$ cat src/pkg/sbsram_pkg.sv
// Purpose: Constants for the synchronous burst static memory model
// Assumes: One clock clk_sys at 50 MHz, synchronous active-low reset
// Notes:   Operation list below; tags mark the logic in the design files
//
// Operation
// [RQ1] Burst steps only two low address bits
// [RQ2] Load-low edge ends any running burst
// [RQ3] Read/write ignored while advancing a burst
// [RQ4] Burst direction fixed at address load
// [RQ5] Read/write low on load starts write
// [RQ6] Controller gives byte selects one cycle early
// [RQ7] Controller drives byte selects every write cycle
// [RQ8] Suspend high freezes every internal register; code keeps pin synchronisers, wr_stall and output-enable release running
// [RQ9] Any inactive chip select starts deselect
// [RQ10] Data bus released one cycle after deselect
// [RQ11] Pending transfer completes before bus release
// [RQ12] Third chip select is active high
// [RQ13] Write data captured on following edge
// [RQ14] Selected only when all three selects active
// [RQ15] Read data flows through; enable forces release
// [RQ16] Interleaved xor order or linear increment
package sbsram_pkg;
    localparam int SBS_ADDR_W  = 17;
    localparam int SBS_DATA_W  = 36;
    localparam int SBS_LANES   = 4;
    localparam int SBS_LANE_W  = 9;
    localparam int SBS_BURST_W = 2;
    localparam int SBS_CLK_MHZ = 50;
endpackage

$ cat src/pkg/sbsram_wr_if.sv
// Purpose: Carries one write beat between the core and its buffer
// Assumes: Single clock domain
// Notes:   Valid/ready handshake on both sides
`timescale 1ns/1ps
`default_nettype none
interface sbsram_wr_if
    import sbsram_pkg::*;
#(
    parameter int AW = SBS_ADDR_W,
    parameter int DW = SBS_DATA_W,
    parameter int NL = SBS_LANES
);
    logic          valid;
    logic          ready;
    logic [AW-1:0] addr;
    logic [DW-1:0] data;
    logic [NL-1:0] lane_wr;
    modport src (output valid, output addr, output data, output lane_wr, input ready);
    modport dst (input valid, input addr, input data, input lane_wr, output ready);
endinterface
`default_nettype wire

$ cat src/rtl/sbsram_wbuf.sv
// Purpose: Two-entry buffer between write capture and the storage array
// Assumes: Same clock as the core; suspend stalls both sides
// Notes:   Ready low when full; source must hold beats while ready low
`timescale 1ns/1ps
`default_nettype none
module sbsram_wbuf
    import sbsram_pkg::*;
#(
    parameter int AW = SBS_ADDR_W,
    parameter int DW = SBS_DATA_W,
    parameter int NL = SBS_LANES
) (
    input  wire logic clk_sys,
    input  wire logic nrst,
    input  wire logic hold,
    sbsram_wr_if.dst  up,
    sbsram_wr_if.src  dn
);
    localparam int EW = AW + DW + NL;
    logic [EW-1:0] mem_reg [2];
    logic          wp_reg;
    logic          rp_reg;
    logic [1:0]    cnt_reg;
    logic          push;
    logic          pop;

    // Handshake terms; suspend freezes the whole buffer
    assign up.ready = (cnt_reg != 2'h2) && !hold;
    assign dn.valid = (cnt_reg != 2'h0) && !hold;
    assign push     = up.valid && up.ready;
    assign pop      = dn.valid && dn.ready;
    assign {dn.addr, dn.data, dn.lane_wr} = mem_reg[rp_reg];

    // Entry storage
    always_ff @(posedge clk_sys) begin
        if (push) begin
            mem_reg[wp_reg] <= {up.addr, up.data, up.lane_wr};
        end
    end

    // Pointers and fill count
    always_ff @(posedge clk_sys) begin
        if (!nrst) begin
            wp_reg  <= 1'b0;
            rp_reg  <= 1'b0;
            cnt_reg <= 2'h0;
        end else begin
            if (push) begin
                wp_reg <= ~wp_reg;
            end
            if (pop) begin
                rp_reg <= ~rp_reg;
            end
            cnt_reg <= 2'(cnt_reg + {1'b0, push} - {1'b0, pop});
        end
    end
endmodule
`default_nettype wire

$ cat src/rtl/sbsram_core.sv
// Purpose: Memory-side logic of a flow-through synchronous burst SRAM
// Assumes: Controller keeps byte-select timing; one clock clk_sys
// Notes:   Data bus pins split into in, out and low-active output enable
`timescale 1ns/1ps
`default_nettype none
module sbsram_core
    import sbsram_pkg::*;
#(
    parameter int AW    = SBS_ADDR_W,
    parameter int DW    = SBS_DATA_W,
    parameter int NL    = SBS_LANES,
    parameter int LW    = SBS_LANE_W,
    parameter int DEPTH = 64
) (
    input  wire logic          clk_sys,
    input  wire logic          nrst,
    input  wire logic [AW-1:0] addr_in,
    input  wire logic          rd_wr_n,
    input  wire logic          advance_or_load_select,
    input  wire logic          clock_suspend_n,
    input  wire logic          chip_select_a_n,
    input  wire logic          chip_select_c_n,
    input  wire logic          chip_select_b,
    input  wire logic          burst_order_select,
    input  wire logic [NL-1:0] lane_wr_n,
    input  wire logic          out_enable_n,
    input  wire logic [DW-1:0] dq_in,
    output logic      [DW-1:0] dq_out,
    output logic               dq_oe_n,
    output logic               wr_stall
);
    typedef enum logic [1:0] {
        SBS_IDLE  = 2'b00,
        SBS_READ  = 2'b01,
        SBS_WRITE = 2'b10
    } sbs_op_t;

    localparam int IW = $clog2(DEPTH);

    // Pin synchronisers (two stages each)
    logic [AW-1:0] a_s1, a_s2;
    logic          rw_s1, rw_s2, adv_s1, adv_s2, sus_s1, sus_s2;
    logic [2:0]    cs_s1, cs_s2;
    logic          lbo_s1, lbo_s2, oe_s1, oe_s2;
    logic [NL-1:0] bw_s1, bw_s2;
    logic [DW-1:0] d_s1, d_s2;

    always_ff @(posedge clk_sys) begin
        a_s1   <= addr_in;
        a_s2   <= a_s1;
        rw_s1  <= rd_wr_n;
        rw_s2  <= rw_s1;
        adv_s1 <= advance_or_load_select;
        adv_s2 <= adv_s1;
        sus_s1 <= clock_suspend_n;
        sus_s2 <= sus_s1;
        cs_s1  <= {chip_select_b, chip_select_c_n, chip_select_a_n};
        cs_s2  <= cs_s1;
        lbo_s1 <= burst_order_select;
        lbo_s2 <= lbo_s1;
        oe_s1  <= out_enable_n;
        oe_s2  <= oe_s1;
        bw_s1  <= lane_wr_n;
        bw_s2  <= bw_s1;
        d_s1   <= dq_in;
        d_s2   <= d_s1;
    end

    // Decoded controls of the sampled edge
    logic edge_on;
    logic selected;
    logic load;
    logic stall;
    // [RQ8] Suspend blocks edge
    assign edge_on  = !sus_s2 && !stall;
    // [RQ12] [RQ14] Select polarity
    assign selected = !cs_s2[0] && !cs_s2[1] && cs_s2[2];
    // [RQ2] Load ends burst
    assign load     = !adv_s2;

    // Address / burst state
    sbs_op_t             op_reg;
    logic [AW-1:0]       base_reg;
    logic [SBS_BURST_W-1:0] cnt_reg;
    logic                lbo_reg;
    // Data-phase pipeline: operation and address one cycle late
    sbs_op_t             dop_reg;
    logic [AW-1:0]       daddr_reg;
    logic [NL-1:0]       dbw_reg;

    // Current burst address from base and count
    logic [SBS_BURST_W-1:0] low_bits;
    logic [AW-1:0]          cur_addr;
    logic [SBS_BURST_W-1:0] cnt_next;
    // [RQ16] Interleaved or linear
    assign low_bits = lbo_reg ? (base_reg[SBS_BURST_W-1:0] ^ cnt_next)
                              : SBS_BURST_W'(base_reg[SBS_BURST_W-1:0] + cnt_next);
    assign cnt_next = SBS_BURST_W'(cnt_reg + 2'h1);
    // [RQ1] Only low bits advance
    assign cur_addr = {base_reg[AW-1:SBS_BURST_W], low_bits};

    // Address phase: load, advance or deselect
    always_ff @(posedge clk_sys) begin
        if (!nrst) begin
            op_reg   <= SBS_IDLE;
            base_reg <= '0;
            cnt_reg  <= '0;
            lbo_reg  <= 1'b0;
        end else if (edge_on) begin
            if (load) begin
                base_reg <= a_s2;
                cnt_reg  <= '0;
                lbo_reg  <= lbo_s2;
                // [RQ9] Deselect on load
                if (!selected) begin
                    op_reg <= SBS_IDLE;
                // [RQ4] [RQ5] Direction latched
                end else if (!rw_s2) begin
                    op_reg <= SBS_WRITE;
                end else begin
                    op_reg <= SBS_READ;
                end
            // [RQ3] Advance ignores read/write
            end else if (op_reg != SBS_IDLE) begin
                cnt_reg <= cnt_next;
            end
        end
    end

    // Address of this edge's operation
    logic [AW-1:0] op_addr;
    sbs_op_t       op_now;
    always_comb begin
        op_addr = a_s2;
        op_now  = SBS_IDLE;
        if (load) begin
            if (selected) begin
                op_now = rw_s2 ? SBS_READ : SBS_WRITE;
            end
        end else if (op_reg != SBS_IDLE) begin
            op_addr = cur_addr;
            op_now  = op_reg;
        end
    end

    // Data phase register: byte selects come with the address
    always_ff @(posedge clk_sys) begin
        if (!nrst) begin
            dop_reg   <= SBS_IDLE;
            daddr_reg <= '0;
            dbw_reg   <= '0;
        end else if (edge_on) begin
            dop_reg   <= op_now;
            daddr_reg <= op_addr;
            // [RQ6] [RQ7] Selects one early
            dbw_reg   <= ~bw_s2;
        end
    end

    // Write capture into the buffer on the following edge
    sbsram_wr_if #(.AW(AW), .DW(DW), .NL(NL)) wr_up ();
    sbsram_wr_if #(.AW(AW), .DW(DW), .NL(NL)) wr_dn ();
    // [RQ11] [RQ13] Pending write captured
    assign wr_up.valid   = edge_on && (dop_reg == SBS_WRITE);
    assign wr_up.addr    = daddr_reg;
    assign wr_up.data    = d_s2;
    assign wr_up.lane_wr = dbw_reg;
    assign stall         = (dop_reg == SBS_WRITE) && !wr_up.ready;
    assign wr_dn.ready   = 1'b1;

    sbsram_wbuf #(.AW(AW), .DW(DW), .NL(NL)) u_wbuf (
        .clk_sys (clk_sys),
        .nrst    (nrst),
        .hold    (sus_s2),
        .up      (wr_up),
        .dn      (wr_dn)
    );

    // Storage array with byte-lane writes
    logic [DW-1:0] mem [DEPTH];
    genvar gl;
    generate
        for (gl = 0; gl < NL; gl++) begin : g_lane
            always_ff @(posedge clk_sys) begin
                if (wr_dn.valid && wr_dn.lane_wr[gl]) begin
                    mem[wr_dn.addr[IW-1:0]][gl*LW +: LW] <= wr_dn.data[gl*LW +: LW];
                end
            end
        end
    endgenerate

    // Read forwarding from buffered writes not yet in the array
    logic [DW-1:0] rd_word;
    always_comb begin
        rd_word = mem[op_addr[IW-1:0]];
        if (wr_dn.valid && wr_dn.addr == op_addr) begin
            for (int i = 0; i < NL; i++) begin
                if (wr_dn.lane_wr[i]) begin
                    rd_word[i*LW +: LW] = wr_dn.data[i*LW +: LW];
                end
            end
        end
        if (wr_up.valid && wr_up.addr == op_addr) begin
            for (int i = 0; i < NL; i++) begin
                if (wr_up.lane_wr[i]) begin
                    rd_word[i*LW +: LW] = wr_up.data[i*LW +: LW];
                end
            end
        end
    end

    // Output drive: read data for the data phase, else released
    always_ff @(posedge clk_sys) begin
        if (!nrst) begin
            dq_out  <= '0;
            dq_oe_n <= 1'b1;
        end else begin
            // [RQ15] Enable forces release
            if (oe_s2) begin
                dq_oe_n <= 1'b1;
            end else if (edge_on) begin
                // [RQ10] Release after deselect
                dq_oe_n <= (op_now != SBS_READ);
            end
            if (edge_on && op_now == SBS_READ) begin
                // [RQ15] Read word flows
                dq_out <= rd_word;
            end
        end
    end

    // Stall indication to the outside
    always_ff @(posedge clk_sys) begin
        if (!nrst) begin
            wr_stall <= 1'b0;
        end else begin
            wr_stall <= stall;
        end
    end

    // Checks
    AST_SUSPEND_HOLD: assert property (@(posedge clk_sys) disable iff (!nrst)
        sus_s2 |=> (op_reg == $past(op_reg)) && (cnt_reg == $past(cnt_reg))) // [RQ8]
        else $error("suspend did not hold state");
    AST_LOAD_CLEARS: assert property (@(posedge clk_sys) disable iff (!nrst)
        (edge_on && load) |=> cnt_reg == '0) // [RQ2]
        else $error("load did not end burst");
    AST_DESEL_IDLE: assert property (@(posedge clk_sys) disable iff (!nrst)
        (edge_on && load && !selected) |=> op_reg == SBS_IDLE) // [RQ9]
        else $error("deselect not taken");
    AST_WRITE_START: assert property (@(posedge clk_sys) disable iff (!nrst)
        (edge_on && load && selected && !rw_s2) |=> op_reg == SBS_WRITE) // [RQ5]
        else $error("write not started");
    AST_DIR_FIXED: assert property (@(posedge clk_sys) disable iff (!nrst)
        (edge_on && !load && op_reg != SBS_IDLE) |=> op_reg == $past(op_reg)) // [RQ3]
        else $error("burst direction changed");
    AST_HIGH_BITS: assert property (@(posedge clk_sys) disable iff (!nrst)
        (op_reg != SBS_IDLE) |-> cur_addr[AW-1:SBS_BURST_W] == base_reg[AW-1:SBS_BURST_W]) // [RQ1]
        else $error("burst touched upper address");
    AST_BUS_RELEASE: assert property (@(posedge clk_sys) disable iff (!nrst)
        (edge_on && op_now != SBS_READ) |=> dq_oe_n) // [RQ10]
        else $error("bus not released");
    AST_OE_FORCE: assert property (@(posedge clk_sys) disable iff (!nrst)
        oe_s2 |=> dq_oe_n) // [RQ15]
        else $error("output enable ignored");
    AST_WR_CAPTURE: assert property (@(posedge clk_sys) disable iff (!nrst)
        (edge_on && op_now == SBS_WRITE) |=> ##[0:3] wr_up.valid) // [RQ13]
        else $error("write data not captured");
endmodule
`default_nettype wire

$ cat config.mk
export PLATFORM = sky130hd
export DESIGN_NAME = sbsram_core
export DESIGN_NICKNAME = d
export VERILOG_FILES = /design/src/pkg/sbsram_pkg.sv /design/src/pkg/sbsram_wr_if.sv /design/src/rtl/sbsram_wbuf.sv /design/src/rtl/sbsram_core.sv
export SDC_FILE = /design/constraint.sdc
export NUM_CORES = 2
export LEC_CHECK = 0
export CORE_ASPECT_RATIO = 0.9
export CORE_MARGIN = 3
export CORE_UTILIZATION = 45
export CTS_CLUSTER_SIZE = 24
export DETAILED_ROUTE_END_ITERATION = 10
export DONT_BUFFER_PORTS = 1
export PLACE_DENSITY_LB_ADDON = 0.3
export SYNTH_ARGS = -nofsm -noshare
export SYNTH_HDL_FRONTEND = slang
export SYNTH_SLANG_ARGS = --single-unit
$ cat constraint.sdc
create_clock -name clk_sys -period 4.15 [get_ports clk_sys]
set_input_delay 0 -clock clk_sys [delete_from_list [all_inputs] [get_ports clk_sys]]
set_output_delay 0 -clock clk_sys [all_outputs]
set_load 0.01 [all_outputs]
==> run metrics <==
Max Fanout on Critical Path 9; total CTS buffers 280; Max Slew Vio Count 0; input/output buffers 0; number of remaining DRC errors 0; sequential-to-total area share from yosys stat 0.7498; Reg power frac 0.514; total die area 0.2339 mm2; fraction of layout cells with a size suffix above 1 0.1405; combinational power share 0.083; Die Ht 459.1 um; Clock Pin Slew Worst Setup and Hold Paths approximately 0.06 ns; first-pass GRT wire length 435.2 mm; non-filler cells, final approximately 11000; Worst Tran Pin Value 1.247 ns; via-per-instance ratio 5.972; max-cap check violation count 0; WHS 0.1009 ns; DP Wirelength ~200 mm; Peak VDD IR around 0.39 mV; Worst Clk Skew around 0.057 ns; Antenna Nets Post-Route 0; Startpoint Class register; #FFs+latches synth 2636; Initial Util 0.4549; CP Capture Type register; worst path cell trace inv_2 -> ha_1 -> nor2b_2 -> xnor3_1 -> nor3_1 -> nor4_1 -> nand4_2 -> a31o_2 -> a32o_1; minimum clock period 4.004 ns; row count 165; initial antenna violation count 7; largest net degree at the start of global routing roughly 100; Mean Syn Cell Area 14.37 um2; CTS tree yes; post-synth net total approximately 7000; Sw Ratio 0.2338; RSZ-0062 raised after global routing no; slew margin rel. 0.1610; Placeable Area 0.2256 mm2; Root Driver clkbuf_16; Synth Warn # 0; mapped cell area 0.1027 mm2; Post-synth EDFFs around 2400; per-cell routed wire length 27.76 um; global router's overall resource usage 0.2535; WP data required 4.97 ns; post-synthesis cell type count 92; Top Ports 105; vias in the first global route 61800; DRT Pass-1 Iters 6; Crit path max-delay family simple AND/OR/NAND/NOR gates; Layout Nets 7749; DRT Wirelength 302.2 mm; Largest register FFs 2304; clock share of power 0.403; clk_lat worst skew 0.92 ns; net switching power 13.74 mW; Overflow after GRT 0; Die Wd ~500 um; WP buf/inv 1; H-tree levels 5; Placed Cells 10270; period utilisation layout 0.9648; P_int 45.01 mW; Power Density 492.5 mW/mm2; Most used DFF post-synth edfxtp_1; FMAX 249.7 MHz; Synth-to-Final Area Change 16.19%; TritonCTS Sinks 2636; status finished, final reports clean; Worst path max stage delay 1.07 ns; Finish-stage setup viols 0; critical path class reg -> reg; Final Hold Viols 0; synthesized instance count 7145; Final GP Congestion 0.9317; Filler Cells Inserted approximately 18000; slowest cell on the critical path nor4_1; Sequential Area 0.07698 mm2; worst hold path type in -> reg; Multi-input gate area 0.02350 mm2; Iteration-0 DRC Markers between 9000 and 10000; Pleak 40.61 nW; clock buffer depth 4; via count 65020; Critical Path AT 4.82 ns; Post-synth ARST share 0
layout make-up:
class	count	area share
Multi-Input combinational cell	4029	0.1970
Inverter	28	0.0008812
Antenna cell	7	0.0001469
Clock inverter	99	0.006284
Clock buffer	378	0.06527
Sequential cell	2636	0.6454
Tap cell	3006	0.03153
Timing Repair Buffer	704	0.05348
layout by cell type (no fill, tap or decap), types with 71 or more instances in the layout:
cell type,n
mux2i_1,352
buf_4,511
edfxtp_1,2418
dlygate4sd3_1,132
a31oi_1,104
a21oi_1,157
nand4_1,71
nand2_1,1449
o21ai_0,114
nand3_1,572
nor2_1,373
clkbuf_1,71
dfxtp_1,217
clkbuf_16,293
a221oi_1,82
a32oi_1,120
cells by family (layout without fill, tap and decap cells):
kind of cell | after synthesis | in the layout | synth area share
other | 0 | 7 | 0
XOR/XNOR | 34 | 34 | 0.003181
AND/OR/NAND/NOR | 2626 | 2626 | 0.1096
flip-flops | 2636 | 2636 | 0.7498
buffers and inverters | 480 | 1209 | 0.02391
adder cells (fa/ha/maj) | 3 | 3 | 0.0003657
AO/OA/AOI/OAI | 940 | 940 | 0.06740
multiplexers | 426 | 426 | 0.04569
worst reg2reg max path: cells and delay by family (launching register included):
kind                     cells  cell delay, ns
AND/OR/NAND/NOR              4            2.07
flip-flops                   1            0.39
adder cells (fa/ha/maj)      1            0.18
buffers and inverters        1            0.08
XOR/XNOR                     1            0.56
AO/OA/AOI/OAI                2            0.64
routing by layer:
metal | track usage | up-vias | wire, um
met5 | 0 | - | 12
li1 | - | 28110 | -
met3 | 0.06258 | 572 | 33500
met1 | 0.3616 | 32570 | 122800
met2 | 0.3770 | 3771 | 133900
met4 | 0.09465 | 2 | 12040
timing repair:
action	CTS	global route
resized for setup	2	1
hold buffers	133	0
setup buffers	0	5
endpoints found under the hold margin	149	0
endpoints found under the setup margin	2	10
pin swaps	0	1
through the flow:
step / total power [mW] / TNS (ns) / instance area, um2 / setup slack, ns / utilization
global route: 60.38 / 0 / 119300 / 0.04071 / 0.5285
global placement: 35.33 / -0.5415 / 109300 / -0.1527 / 0.4844
finish: 58.74 / 0 / 119300 / 0.1459 / 0.5286
detailed placement: 35.43 / -0.2053 / 109300 / -0.1030 / 0.4844
CTS: 58.90 / 0 / 119200 / 0.003584 / 0.5282
floorplan: 33.12 / 0 / 102700 / 0.2361 / -
power by group through the flow:
stage | Sequential (mW) | Clock [mW] | Combinational [mW]
6_report | 30.2 | 23.7 | 4.87
5_1_grt | 30.2 | 25.1 | 5.11
4_1_cts | 30.2 | 23.9 | 4.79
3_5_place_dp | 30.8 | 0 | 4.67
3_3_place_gp | 30.8 | 0 | 4.57
2_1_floorplan | 30.6 | 0 | 2.50
synth_stat cells (10+ instances only):
cell type	n	area, um2
buf_6	23	259.0
o21ai_0	114	570.6
xor2_1	18	157.7
mux2i_1	355	3553
a32oi_1	120	1051
a21oi_1	160	800.8
o211ai_1	22	165.2
nand3b_1	12	90.09
and2_1	11	68.82
a221oi_1	82	718.2
a221o_1	38	380.4
mux2_2	38	427.9
edfxtp_1	2418	72610
o2111ai_1	25	219.0
a311oi_1	26	227.7
buf_1	44	165.2
a211oi_1	31	232.7
nand2b_1	10	62.56
a31o_2	23	201.4
dfxtp_1	218	4364
nand2_1	1451	5446
a2111oi_0	21	183.9
nor4_1	13	81.33
nand4_1	71	444.2
nor2b_1	16	100.1
a31oi_1	105	656.9
clkbuf_1	119	446.7
nand3_1	572	2863
a32o_1	14	140.1
mux4_2	29	653.1
a21o_1	27	202.7
inv_1	26	97.59
a22oi_1	34	255.2
buf_2	213	1066
nor2_1	381	1430
o22ai_1	22	137.6
xnor2_1	14	122.6
and3_1	37	231.5
nor3_1	10	50.05
buf_4	51	382.9
final timing paths:
| kind | end | slack (ns) | start | cells past startpoint |
|---|---|---|---|---|
| max reg2reg | dq_out[16]$_SDFFE_PN0P_ | 0.15 | cnt_reg[0]$_SDFFE_PN0P_ | 9 |
| min reg2reg | d_s2[23]$_DFF_P_ | 0.32 | d_s1[23]$_DFF_P_ | 0 |
| min | dq_oe_n$_SDFFE_PP1P_ | 0.10 | nrst | 3 |
| max | dq_out[16]$_SDFFE_PN0P_ | 0.15 | cnt_reg[0]$_SDFFE_PN0P_ | 9 |
Note: power is estimated with default switching activity, not from simulation.
